### config.mk
export PLATFORM = sky130hd
export DESIGN_NAME = watchdog_sleep_wake_ctrl
export DESIGN_NICKNAME = d
export VERILOG_FILES = /design/src/rtl/wdt_sleep_pkg.sv /design/src/rtl/watchdog_sleep_wake_ctrl.sv
export SDC_FILE = /design/constraint.sdc
export NUM_CORES = 1
export LEC_CHECK = 0
export BUFFER_PORTS_ARGS = -buffer_cell sky130_fd_sc_hd__buf_2
export CAP_MARGIN = 10
export CORE_MARGIN = 2
export CORE_UTILIZATION = 51
export DETAILED_ROUTE_END_ITERATION = 7
export GPL_TIMING_DRIVEN = 0
export MAX_ROUTING_LAYER = met4
export PLACE_DENSITY = 0.83
export SYNTH_ARGS = -nofsm -noshare
export SYNTH_HDL_FRONTEND = slang
export SYNTH_SLANG_ARGS = --single-unit
### constraint.sdc
create_clock -name clock -period 5.4 [get_ports clock]
set_input_delay 1.08 -clock clock [delete_from_list [all_inputs] [get_ports clock]]
set_output_delay 1.08 -clock clock [all_outputs]
set_load 0.005 [all_outputs]
### src/rtl/wdt_sleep_pkg.sv
`default_nettype none
package wdt_sleep_pkg;

    // register indices; byte address is four times the index
    localparam int unsigned    ADDR_W          = 16;
    localparam logic [15:0]    OPTION_IDX      = 16'h0081;
    localparam logic [15:0]    CONFIG_IDX      = 16'h2007;
    localparam logic [15:0]    STATUS_IDX      = 16'h0003;
    localparam logic [15:0]    OPTION_ADDR     = {OPTION_IDX[13:0], 2'b00};
    localparam logic [15:0]    CONFIG_ADDR     = {CONFIG_IDX[13:0], 2'b00};
    localparam logic [15:0]    STATUS_ADDR     = {STATUS_IDX[13:0], 2'b00};

    // option register fields
    localparam int unsigned    OPT_ASSIGN_BIT  = 3;
    localparam int unsigned    OPT_RATIO_LSB   = 0;
    localparam int unsigned    RATIO_W         = 3;
    localparam logic [7:0]     OPTION_RESET    = 8'hFF;

    // configuration word fields
    localparam int unsigned    CFG_ENABLE_BIT  = 2;
    localparam int unsigned    CFG_OSC_LSB     = 0;
    localparam logic [1:0]     OSC_MODE_RC     = 2'h3;

    // status register fields
    localparam int unsigned    STAT_EXPIRED_BIT = 4;
    localparam int unsigned    STAT_SLEPT_BIT   = 3;

    // timing
    localparam int unsigned    CLK_MHZ         = 50;
    localparam int unsigned    WDT_PERIOD_US   = 18000;
    localparam int unsigned    WDT_BASE_CYCLES = WDT_PERIOD_US * CLK_MHZ;
    localparam int unsigned    BASE_CNT_W      = 20;
    localparam int unsigned    OST_TOSC        = 1024;
    localparam int unsigned    OST_CYCLES      = OST_TOSC;
    localparam int unsigned    OST_CNT_W       = 11;

    // wake sources: external edge, port change, seven async peripherals
    localparam int unsigned    NUM_WAKE        = 9;
    localparam logic [12:0]    IRQ_VECTOR      = 13'h0004;

    localparam logic [1:0]     RESP_OKAY       = 2'h0;
    localparam logic [1:0]     RESP_SLVERR     = 2'h2;

    typedef enum logic [1:0] {
        PWR_RUN,
        PWR_SLEEP,
        PWR_OST,
        PWR_RESUME
    } pwr_state_t;

    typedef struct packed {
        logic expired;
        logic slept;
    } status_flags_t;

endpackage
`default_nettype wire

### src/rtl/watchdog_sleep_wake_ctrl.sv
// Design decision made here: the AXI4-Lite register port.
`timescale 1ns/1ns
`default_nettype none

module watchdog_sleep_wake_ctrl #(
    parameter int unsigned WDT_BASE_CYCLES_P = wdt_sleep_pkg::WDT_BASE_CYCLES
) (
    input  wire logic          clock,             // 50 MHz clock
    input  wire logic          rst_b,             // async reset, low
    // axi4-lite slave
    input  wire logic [15:0]   s_axi_awaddr,      // write address
    input  wire logic          s_axi_awvalid,     // write address valid
    output logic               s_axi_awready,     // write address ready
    input  wire logic [31:0]   s_axi_wdata,       // write data
    input  wire logic [3:0]    s_axi_wstrb,       // byte strobes
    input  wire logic          s_axi_wvalid,      // write data valid
    output logic               s_axi_wready,      // write data ready
    output logic [1:0]         s_axi_bresp,       // write response
    output logic               s_axi_bvalid,      // write response valid
    input  wire logic          s_axi_bready,      // write response ready
    input  wire logic [15:0]   s_axi_araddr,      // read address
    input  wire logic          s_axi_arvalid,     // read address valid
    output logic               s_axi_arready,     // read address ready
    output logic [31:0]        s_axi_rdata,       // read data
    output logic [1:0]         s_axi_rresp,       // read response
    output logic               s_axi_rvalid,      // read data valid
    input  wire logic          s_axi_rready,      // read data ready
    // core side
    input  wire logic [7:0]    config_word,       // nonvolatile fuses
    input  wire logic          kick_dog_instr,    // kick executes, pulse
    input  wire logic          sleep_instr,       // sleep executes, pulse
    input  wire logic          master_clear_pin_b,// external reset, low
    input  wire logic          global_irq_enable, // core global enable
    input  wire logic [8:0]    wake_irq_flags,    // wake-capable flags
    input  wire logic [8:0]    wake_irq_enables,  // matching enables
    output logic               device_reset,      // full device reset
    output logic               core_clk_run,      // core phase clocks on
    output logic               osc_drive_en,      // oscillator driver on
    output logic               io_hold,           // pins freeze drive
    output logic               prefetch_next,     // fetch pc+1, pulse
    output logic               resume_exec,       // execution resumes
    output logic               branch_to_vector,  // take irq vector
    output logic [12:0]        vector_addr,       // vector to load
    output logic               dog_expired_flag,  // status expired bit
    output logic               sleep_entered_flag // status slept bit
);

    ////////////////////////////////////////////////////////////////////
    // configuration capture and register state

    wdt_sleep_pkg::pwr_state_t    state_r;
    wdt_sleep_pkg::pwr_state_t    state_nxt;
    wdt_sleep_pkg::status_flags_t flags_r;
    wdt_sleep_pkg::status_flags_t flags_nxt;

    logic [7:0]   cfg_r;
    logic         cfg_loaded_r;
    logic [7:0]   option_r;
    logic [wdt_sleep_pkg::BASE_CNT_W-1:0] base_cnt_r;
    logic [7:0]   presc_cnt_r;
    logic [wdt_sleep_pkg::OST_CNT_W-1:0]  ost_cnt_r;
    logic         irq_wake_r;

    // fuses are caught after release, never by the reset itself
    always_ff @(posedge clock or negedge rst_b) begin
        if (!rst_b) begin
            cfg_r        <= 8'h00;
            cfg_loaded_r <= 1'b0;
        end else if (!cfg_loaded_r) begin
            cfg_r        <= config_word;
            cfg_loaded_r <= 1'b1;
        end
    end

    ////////////////////////////////////////////////////////////////////
    // watchdog time base

    wire dog_enable_fuse = cfg_loaded_r
                         & cfg_r[wdt_sleep_pkg::CFG_ENABLE_BIT];
    wire prescaler_assign_bit = option_r[wdt_sleep_pkg::OPT_ASSIGN_BIT];
    wire [2:0] prescale_ratio_sel =
        option_r[wdt_sleep_pkg::OPT_RATIO_LSB +: wdt_sleep_pkg::RATIO_W];
    wire [1:0] osc_mode = cfg_r[wdt_sleep_pkg::CFG_OSC_LSB +: 2];
    wire       crystal_mode = osc_mode != wdt_sleep_pkg::OSC_MODE_RC;

    wire [7:0] ratio_last = prescaler_assign_bit
                          ? 8'((9'h001 << prescale_ratio_sel) - 9'h001)
                          : 8'h00;

    localparam logic [wdt_sleep_pkg::BASE_CNT_W-1:0] BASE_LAST =
        wdt_sleep_pkg::BASE_CNT_W'(WDT_BASE_CYCLES_P - 1);
    wire base_tick = base_cnt_r == BASE_LAST;

    // only the nine clockless sources are wired in
    wire wake_pending = |(wake_irq_flags & wake_irq_enables);

    wire sleep_takes = (state_r == wdt_sleep_pkg::PWR_RUN)
                     & sleep_instr & ~wake_pending;
    wire kick = kick_dog_instr & (state_r == wdt_sleep_pkg::PWR_RUN);
    wire dog_clear = kick | sleep_takes;
    wire timeout = dog_enable_fuse & base_tick
                 & (presc_cnt_r == ratio_last) & ~dog_clear;
    wire pin_reset = ~master_clear_pin_b;
    // every cause that pins both dog counters at zero
    wire dog_hold = ~dog_enable_fuse | dog_clear | pin_reset;

    // counter runs on every clock, also while core is stopped
    // held at zero with the fuse cleared
    always_ff @(posedge clock or negedge rst_b) begin
        if (!rst_b) begin
            base_cnt_r <= '0;
        end else if (dog_hold || base_tick) begin
            base_cnt_r <= '0;
        end else begin
            base_cnt_r <= base_cnt_r + 1'b1;
        end
    end

    // clearing touches only the count, option stays
    always_ff @(posedge clock or negedge rst_b) begin
        if (!rst_b) begin
            presc_cnt_r <= 8'h00;
        end else if (dog_hold || timeout) begin
            presc_cnt_r <= 8'h00;
        end else if (base_tick) begin
            presc_cnt_r <= presc_cnt_r + 8'h01;
        end
    end

    ////////////////////////////////////////////////////////////////////
    // sleep and wake sequencer

    wire wake_event = timeout | wake_pending;
    wire ost_done = ost_cnt_r == wdt_sleep_pkg::OST_CNT_W'(
                    wdt_sleep_pkg::OST_CYCLES - 1);

    always_comb begin
        state_nxt = state_r;
        case (state_r)
            wdt_sleep_pkg::PWR_RUN: begin
                if (sleep_takes) begin
                    state_nxt = wdt_sleep_pkg::PWR_SLEEP;
                end
            end
            // a wake already pending leaves on the next edge
            wdt_sleep_pkg::PWR_SLEEP: begin
                if (wake_event) begin
                    // start-up wait only for crystal modes
                    state_nxt = crystal_mode ? wdt_sleep_pkg::PWR_OST
                                             : wdt_sleep_pkg::PWR_RESUME;
                end
            end
            wdt_sleep_pkg::PWR_OST: begin
                if (ost_done) begin
                    state_nxt = wdt_sleep_pkg::PWR_RESUME;
                end
            end
            wdt_sleep_pkg::PWR_RESUME: begin
                state_nxt = wdt_sleep_pkg::PWR_RUN;
            end
            default: begin
                state_nxt = wdt_sleep_pkg::PWR_RUN;
            end
        endcase
        if (pin_reset) begin
            state_nxt = wdt_sleep_pkg::PWR_RUN;
        end
    end

    always_ff @(posedge clock or negedge rst_b) begin
        if (!rst_b) begin
            state_r <= wdt_sleep_pkg::PWR_RUN;
        end else begin
            state_r <= state_nxt;
        end
    end

    always_ff @(posedge clock or negedge rst_b) begin
        if (!rst_b) begin
            ost_cnt_r <= '0;
        end else if (state_r == wdt_sleep_pkg::PWR_OST) begin
            ost_cnt_r <= ost_cnt_r + 1'b1;
        end else begin
            ost_cnt_r <= '0;
        end
    end

    // remember whether an interrupt, not the dog, ended the sleep
    always_ff @(posedge clock or negedge rst_b) begin
        if (!rst_b) begin
            irq_wake_r <= 1'b0;
        end else if (state_r == wdt_sleep_pkg::PWR_SLEEP && wake_event) begin
            irq_wake_r <= wake_pending;
        end
    end

    ////////////////////////////////////////////////////////////////////
    // status flags

    always_comb begin
        flags_nxt = flags_r;
        // sleep entry clears slept, sets expired
        // slept cleared only when sleep is taken, not with a wake pending
        if (sleep_takes) begin
            flags_nxt.slept   = 1'b0;
            flags_nxt.expired = 1'b1;
        end
        // a time-out always clears expired, and wins
        if (timeout) begin
            flags_nxt.expired = 1'b0;
        end
    end

    always_ff @(posedge clock or negedge rst_b) begin
        if (!rst_b) begin
            flags_r <= '{expired: 1'b1, slept: 1'b1};
        end else begin
            flags_r <= flags_nxt;
        end
    end

    ////////////////////////////////////////////////////////////////////
    // core-facing outputs, all registered

    wire in_run_nxt = state_nxt == wdt_sleep_pkg::PWR_RUN
                    || state_nxt == wdt_sleep_pkg::PWR_RESUME;
    wire resume_nxt = state_nxt == wdt_sleep_pkg::PWR_RESUME;
    // rc wake leaves sleep on this edge, before irq_wake_r is loaded
    wire irq_wake_now = (state_r == wdt_sleep_pkg::PWR_SLEEP)
                      ? wake_pending
                      : irq_wake_r;

    always_ff @(posedge clock or negedge rst_b) begin
        if (!rst_b) begin
            device_reset       <= 1'b0;
            core_clk_run       <= 1'b1;
            osc_drive_en       <= 1'b1;
            io_hold            <= 1'b0;
            prefetch_next      <= 1'b0;
            resume_exec        <= 1'b0;
            branch_to_vector   <= 1'b0;
            vector_addr        <= 13'h0000;
            dog_expired_flag   <= 1'b1;
            sleep_entered_flag <= 1'b1;
        end else begin
            // running time-out resets; asleep it only wakes
            device_reset <= pin_reset
                          | (timeout & (state_r == wdt_sleep_pkg::PWR_RUN));
            core_clk_run <= in_run_nxt;
            osc_drive_en <= state_nxt != wdt_sleep_pkg::PWR_SLEEP;
            io_hold      <= ~in_run_nxt;
            // fetch of pc+1 during the sleep instruction
            prefetch_next <= sleep_takes;
            resume_exec  <= resume_nxt;
            // vector only for interrupt wake with global enable
            // wake itself never looked at the global enable
            branch_to_vector <= resume_nxt & irq_wake_now & global_irq_enable
                              & (state_r != wdt_sleep_pkg::PWR_RESUME);
            vector_addr  <= wdt_sleep_pkg::IRQ_VECTOR;
            dog_expired_flag   <= flags_nxt.expired;
            sleep_entered_flag <= flags_nxt.slept;
        end
    end

    ////////////////////////////////////////////////////////////////////
    // axi4-lite slave, one write and one read at a time

    wire wr_fire = s_axi_awready & s_axi_awvalid & s_axi_wvalid;
    wire rd_fire = s_axi_arready & s_axi_arvalid;

    wire wr_option = s_axi_awaddr == wdt_sleep_pkg::OPTION_ADDR;
    wire wr_known  = wr_option
                   || s_axi_awaddr == wdt_sleep_pkg::CONFIG_ADDR
                   || s_axi_awaddr == wdt_sleep_pkg::STATUS_ADDR;

    wire rd_option = s_axi_araddr == wdt_sleep_pkg::OPTION_ADDR;
    wire rd_config = s_axi_araddr == wdt_sleep_pkg::CONFIG_ADDR;
    wire rd_status = s_axi_araddr == wdt_sleep_pkg::STATUS_ADDR;
    wire rd_known  = rd_option | rd_config | rd_status;

    wire [7:0] status_byte =
        (8'(flags_r.expired) << wdt_sleep_pkg::STAT_EXPIRED_BIT)
      | (8'(flags_r.slept)   << wdt_sleep_pkg::STAT_SLEPT_BIT);
    wire [7:0] rd_byte = rd_option ? option_r
                       : rd_config ? cfg_r
                       : rd_status ? status_byte
                       : 8'h00;

    // software assigns prescaler and ratio here
    always_ff @(posedge clock or negedge rst_b) begin
        if (!rst_b) begin
            option_r <= wdt_sleep_pkg::OPTION_RESET;
        end else if (wr_fire && wr_option && s_axi_wstrb[0]) begin
            option_r <= s_axi_wdata[7:0];
        end
    end

    // address and data are taken together once both are offered
    always_ff @(posedge clock or negedge rst_b) begin
        if (!rst_b) begin
            s_axi_awready <= 1'b0;
            s_axi_wready  <= 1'b0;
            s_axi_bvalid  <= 1'b0;
            s_axi_bresp   <= wdt_sleep_pkg::RESP_OKAY;
        end else begin
            s_axi_awready <= s_axi_awvalid & s_axi_wvalid & ~s_axi_awready
                           & ~s_axi_bvalid;
            s_axi_wready  <= s_axi_awvalid & s_axi_wvalid & ~s_axi_awready
                           & ~s_axi_bvalid;
            if (wr_fire) begin
                s_axi_bvalid <= 1'b1;
                s_axi_bresp  <= wr_known ? wdt_sleep_pkg::RESP_OKAY
                                         : wdt_sleep_pkg::RESP_SLVERR;
            end else if (s_axi_bready) begin
                s_axi_bvalid <= 1'b0;
            end
        end
    end

    always_ff @(posedge clock or negedge rst_b) begin
        if (!rst_b) begin
            s_axi_arready <= 1'b0;
            s_axi_rvalid  <= 1'b0;
            s_axi_rdata   <= 32'h0000_0000;
            s_axi_rresp   <= wdt_sleep_pkg::RESP_OKAY;
        end else begin
            s_axi_arready <= s_axi_arvalid & ~s_axi_arready & ~s_axi_rvalid;
            if (rd_fire) begin
                s_axi_rvalid <= 1'b1;
                s_axi_rdata  <= {24'h00_0000, rd_byte};
                s_axi_rresp  <= rd_known ? wdt_sleep_pkg::RESP_OKAY
                                         : wdt_sleep_pkg::RESP_SLVERR;
            end else if (s_axi_rready) begin
                s_axi_rvalid <= 1'b0;
            end
        end
    end

endmodule
`default_nettype wire

# After elaboration in Yosys (flattened, before gate mapping)

Cells that the tools add are included.

Register bits: 84
Input port bits: 105
Output and inout port bits: 63
Word-level logic and storage cells: 120

Add/subtract/negate cells: 4
Eq/ne operators: 16
Shifts and indexed selects: 1
Multiplexer cells: 23
Bitwise logic cells: 37
Reductions and logical operators: 15

Operator list:

| kind                                                                | count |
|---|---|
| 8-bit two-way mux                                                   | 5 |
| 16-bit by 10-bit == test with 1-bit output (second input constant)  | 2 |
| 16-bit == test (second input constant)                              | 2 |
| 16-bit by 4-bit == test with 1-bit output (second input constant)   | 2 |
| 20-bit by 1-bit adder with 20-bit output (second input constant)    | 1 |
| 20-bit == test (second input constant)                              | 1 |
| 20-bit two-way mux                                                  | 1 |
| 1-bit AND                                                           | 19 |
| 2-bit two-way mux                                                   | 7 |
| 11-bit by 1-bit adder with 11-bit output (second input constant)    | 1 |
| 11-bit by 10-bit == test with 1-bit output (second input constant)  | 1 |
| 11-bit two-way mux                                                  | 1 |
| 9-bit AND                                                           | 1 |
| 1-bit inverter                                                      | 9 |
| 9-bit OR reduction                                                  | 1 |
| 8-bit by 1-bit adder with 8-bit output (second input constant)      | 1 |
| 8-bit == test                                                       | 1 |
| 2-bit one-hot mux with 4 select lines                               | 1 |
| 2-bit nonzero test                                                  | 4 |
| 1-bit by 3-bit left shift with 8-bit output (first input constant)  | 1 |
| 8-bit by 1-bit subtractor with 8-bit output (second input constant) | 1 |
| 1-bit two-way mux                                                   | 7 |
| 1-bit bitwise OR                                                    | 7 |
| 2-bit == test (second input constant)                               | 3 |
| 8 further kinds                                                     | 16 |

# Depth between registers and ports, before layout

Depth after elaboration: 15
Gate-level depth with buffers: 9
Depth with buffers taken out: 9

# Worst setup path after synthesis

Ideal clock, no wire load.

Kind: in2reg
From: input wake_irq_flags[0]
To: register branch_to_vector
Library setup time: 0.120 ns
Data arrival time: 2.497 ns
Data required time: 5.280 ns
Slack: 2.784 ns
Cell stages on the path: 8
Path buffers: 0
Cell sequence: a222oi_1 -> nand2_1 -> nor2_1 -> nor2_1 -> nand3_2 -> a31oi_1 -> ha_1 -> and3_1

Longest elaborated chain between the ends: 15
Elaborated cells on any way between the ends: 17
Classes of those cells: eq/ne (1); mux (5); bitwise (10); reduce/logical (1)

RTL lines:

| what                                      | RTL line                        | source |
|---|---|---|
| start: declaration                        | watchdog_sleep_wake_ctrl.sv:34  | `input wire logic [8:0] wake_irq_flags,` |
| 9-bit AND (*)                             | watchdog_sleep_wake_ctrl.sv:95  | `wire wake_pending = \|(wake_irq_flags & wake_irq_enables);` |
| 9-bit OR reduction (*)                    | watchdog_sleep_wake_ctrl.sv:95  |  |
| 1-bit inverter (*)                        | watchdog_sleep_wake_ctrl.sv:98  | `& sleep_instr & ~wake_pending;` |
| 1-bit AND (*)                             | watchdog_sleep_wake_ctrl.sv:98  |  |
| named net sleep_takes                     | watchdog_sleep_wake_ctrl.sv:97  | `wire sleep_takes = (state_r == wdt_sleep_pkg::PWR_RUN)` |
| 1-bit bitwise OR                          | watchdog_sleep_wake_ctrl.sv:100 | `wire dog_clear = kick \| sleep_takes;` |
| 1-bit inverter                            | watchdog_sleep_wake_ctrl.sv:102 | `& (presc_cnt_r == ratio_last) & ~dog_clear;` |
| 1-bit AND                                 | watchdog_sleep_wake_ctrl.sv:102 |  |
| 1-bit bitwise OR                          | watchdog_sleep_wake_ctrl.sv:133 | `wire wake_event = timeout \| wake_pending;` |
| 2-bit two-way mux                         | watchdog_sleep_wake_ctrl.sv:147 | `if (wake_event) begin` |
| 2-bit one-hot mux with 4 select lines (*) | watchdog_sleep_wake_ctrl.sv:139 | `case (state_r)` |
| 2-bit two-way mux (*)                     | watchdog_sleep_wake_ctrl.sv:165 | `if (pin_reset) begin` |
| named net state_nxt[1]                    | watchdog_sleep_wake_ctrl.sv:52  | `wdt_sleep_pkg::pwr_state_t state_nxt;` |
| 2-bit == test (*)                         | watchdog_sleep_wake_ctrl.sv:227 | `wire resume_nxt = state_nxt == wdt_sleep_pkg::PWR_RESUME;` |
| named net resume_nxt                      | watchdog_sleep_wake_ctrl.sv:227 |  |
| 1-bit AND (*) (2 in series)               | watchdog_sleep_wake_ctrl.sv:257 | `branch_to_vector <= resume_nxt & irq_wake_now & global_irq_enable` |
| 1-bit AND (*)                             | watchdog_sleep_wake_ctrl.sv:258 | `& (state_r != wdt_sleep_pkg::PWR_RESUME);` |
| end signal: assignment                    | watchdog_sleep_wake_ctrl.sv:257 |  |
| end: declaration                          | watchdog_sleep_wake_ctrl.sv:42  | `output logic branch_to_vector,` |

The timed path passes the listed nets; every way through them passes the cells marked *.
A chain may end at the register's enable or synchronous reset.

# Worst setup path after layout

Same ends and word-level chain as after synthesis.

==> summary.md <==
| Metric | Value |
|---|---|
| Post-synth top flop | dfrtp_1 |
| Drt total wl | ~9300 um |
| Post-cts gate resize count | 0 |
| DIE WIDTH | 96.45 um |
| TritonCTS Buffers | 9 |
| R2R setup slack | approximately 3 ns |
| Layout Utilization | 0.6545 |
| R2R depth | 8 |
| Post-synth top area cell | dfrtp_1 |
| WHS Endpoint | s_axi_wready |
| Detailed-route wire length per cell | 13.39 um |
| Outcome | finished, final reports clean |
| Peak supply drop | between 0.15 and 0.2 mV |
| First-pass GRT wire length | 15440 um |
| GRT Overall Usage | 0.2175 |
| Combinational group share of total power | 0.117 |
| I/O Buffers | 102 |
| Synth top area cells | dfrtp_1, dfstp_2, buf_4, nor2_1, mux2_2 |
| Initial Util | 0.5279 |
| Fin. Hold Viols | 0 |
| Flop pwr share | 0.494 |
| Crit Path Max Fanout | 7 |
| Switching Share | 0.2326 |
| Synth Register Bits | a little over 80 |
| Seq/Total Area, Yosys | 0.4742 |
| Total power | around 1.4 mW |
| Worst r2r src | option_r[0] |
| Setup tns final | 0 ns |
| Met3 Use GR | 0.03879 |
| Int Pwr | a little over 1 mW |
| Final Cycle Share | 0.4982 |
| Ys async rst share | 1.000 |
| Post-CTS setup buffer count | 0 |
| Post-synth top area share | 0.4018 |
| Post-route ant nets | 0 |
| FMAX | approximately 370 MHz |
| Syn Inst Count | approximately 430 |
| Clock buffer depth | 2 |
| Lkg Pwr | approximately 2.6 nW |
| P_sw | between 0.3 and 0.4 mW |
| CP endpoint kind | register |
| Min Tclk post-route | about 2.7 ns |
| Share of cells above drive strength 1 | 0.3622 |
| Worst Tran Pin Value | around 0.64 ns |
| Max Cap Viol | 0 |
| Residual DRC count | 0 |
| Power share of the clock group | 0.389 |
| Crit path DAT | between 2 and 3 ns |
| Startpoint class of the critical path | input port |
| Required @ worst endpoint | ~5.7 ns |
| GRT met1 Usage | 0.2595 |
| Synth unique cells | between 70 and 80 |
| Final net count | 693 |
| Finish-stage setup viols | 0 |
| Hold buffer count at CTS | 0 |
| H-Tree Depth | 3 |
| Post-synth EDFFs | 0 |
| Synth Warn # | 0 |
| Row cnt | 33 |
| TritonCTS clock tree | yes |
| Most common library cells after synthesis | dfrtp_1, nor2_1, buf_4, a21oi_1, nand2_1 |
| DR iter-0 viols | approximately 160 |
| Initial antenna violation count | 0 |
| Io pins | 168 |
| Skew-Pair Late Insertion Delay | 0.35 ns |
| Avg Cell Area, Syn | between 10 and 15 um^2 |
| RSZ-0062 raised after global routing | no |
| Vias in the first global route | between 3000 and 4000 |
| Min Hold Slack | roughly 0.45 ns |
| First-pass DRT Iterations | 4 |
| Slew HR | 0.5660 |
| Grt ovf | 0 |
| Largest net degree at the start of global routing | 48 |
| CTS Root Cell | clkbuf_8 |
| Vias per cell | 5.169 |
| Core area | about 0.0083 mm^2 |
| Clock slew at reported path FFs | about 0.080 ns |
| Post-Syn Area | roughly 0.0044 mm^2 |
| Reg-to-Reg End | io_hold |
| Most used routing layer | met2 |
| Slew Viols, Final | 0 |
| CTS sink cnt | 82 |
| Grt met2 use | 0.3715 |
| Vias | between 3000 and 4000 |
| Most frequent cell after synthesis | dfrtp_1 |
| Final Wtd Congestion | around 0.8 |
| Post-DP HPWL | slightly above 7000 um |
| Die H | roughly 96 um |
| Worst Hold Launch | s_axi_bvalid |
| Setup WS pre-CTS | ~2.4 ns |
| HP Class | register to register |
| Hold path cells | 1 |
| N_diodes | 0 |
| Setup ws final | between 2 and 3 ns |
| Layout area overhead | 24.00% |
| Die ar. | 0.009303 mm^2 |
| Skew final | around 0.0077 ns |
| Pwr Density | about 250 mW/mm^2 |
| Setup CP Type | input port to register |
[metrics by stage]
step / cell area (um^2) / std cells
after floorplan: 4498 / 469
after global placement: 5140 / 676
after detailed placement: 5170 / 677
after CTS: 5405 / 693
after global routing: 5405 / 693
final: 5405 / 693
[registers in the layout (all words and copies together), names as in the netlist, 2 cells and up]
register / count
base_cnt_r: 20
state_r: 2
option_r: 8
s_axi_rdata: 8
cfg_r: 8
ost_cnt_r: 11
presc_cnt_r: 8
[layout make-up]
| type | instances | area, um^2 |
|---|---|---|
| sequential | 82 | 2067 |
| buffer | 49 | 354.1 |
| fill | 667 | 2853 |
| inverter | 17 | 63.81 |
| clock inverter | 5 | 103.9 |
| clock buffer | 11 | 131.4 |
| tap | 105 | 131.4 |
| timing repair buffer | 103 | 540.5 |
| multi-input combinational | 321 | 2013 |
[kinds of logic (layout without fill, tap and decap cells)]
kind of cell | count (synthesis) | after routing | synth area share
xor+xnor | 26 | 26 | 0.05224
buf+inv | 66 | 185 | 0.09587
flops | 82 | 82 | 0.4742
simple gates | 161 | 161 | 0.2001
mux | 15 | 15 | 0.03875
other cells | 2 | 39 | 0.001723
compound gates | 75 | 75 | 0.1229
fa+ha+maj | 5 | 5 | 0.01435
[cells in the final DEF, fill, tap and decap left out, drive strengths merged, types with 3 or more instances in the layout]
| cell | instances |
|---|---|
| a21o | 6 |
| a21oi | 25 |
| a22oi | 9 |
| a31o | 3 |
| and2 | 3 |
| and3 | 8 |
| buf | 149 |
| bufinv | 3 |
| clkbuf | 14 |
| conb | 39 |
| dfrtp | 70 |
| dfstp | 12 |
| ha | 5 |
| inv | 17 |
| mux2 | 15 |
| nand2 | 23 |
| nand3 | 19 |
| nand4 | 8 |
| nor2 | 54 |
| nor2b | 3 |
| nor3 | 9 |
| nor3b | 3 |
| nor4 | 7 |
| nor4b | 3 |
| o21ai | 12 |
| or3 | 5 |
| xnor2 | 13 |
| xor2 | 13 |
[power groups by stage]
stage	combinational, mW	clock [mW]	sequential (mW)
after detailed placement	0.159	0	0.680
after floorplan	0.0747	0	0.678
after global routing	0.180	0.558	0.672
after global placement	0.151	0	0.679
after CTS	0.159	0.534	0.669
final	0.159	0.526	0.668
[layer usage]
layer | routed length, um | up-vias
li1 | - | 1741
met1 | 3914 | 1726
met2 | 4811 | 102
met3 | 422 | 13
met4 | 133 | 0
met5 | 0 | -
[worst max-delay path by stage]
stage,start,to,cells past startpoint
finish,wake_irq_flags[0],branch_to_vector,9
global route,wake_irq_flags[0],branch_to_vector,9
CTS,wake_irq_flags[0],branch_to_vector,9
detailed placement,wake_irq_flags[0],branch_to_vector,9
global placement,wake_irq_flags[0],branch_to_vector,9
floorplan,wake_irq_flags[0],branch_to_vector,8
[worst max-delay path, stage by stage]
cell	delay, ns
buf_2	0.09
a222oi_1	0.32
nand2_1	0.23
nor2_1	0.41
o21ai_0	0.15
nor3_1	0.19
a21o_1	0.19
ha_1	0.17
and3_1	0.14
Note: power is estimated with default switching activity, not from simulation.
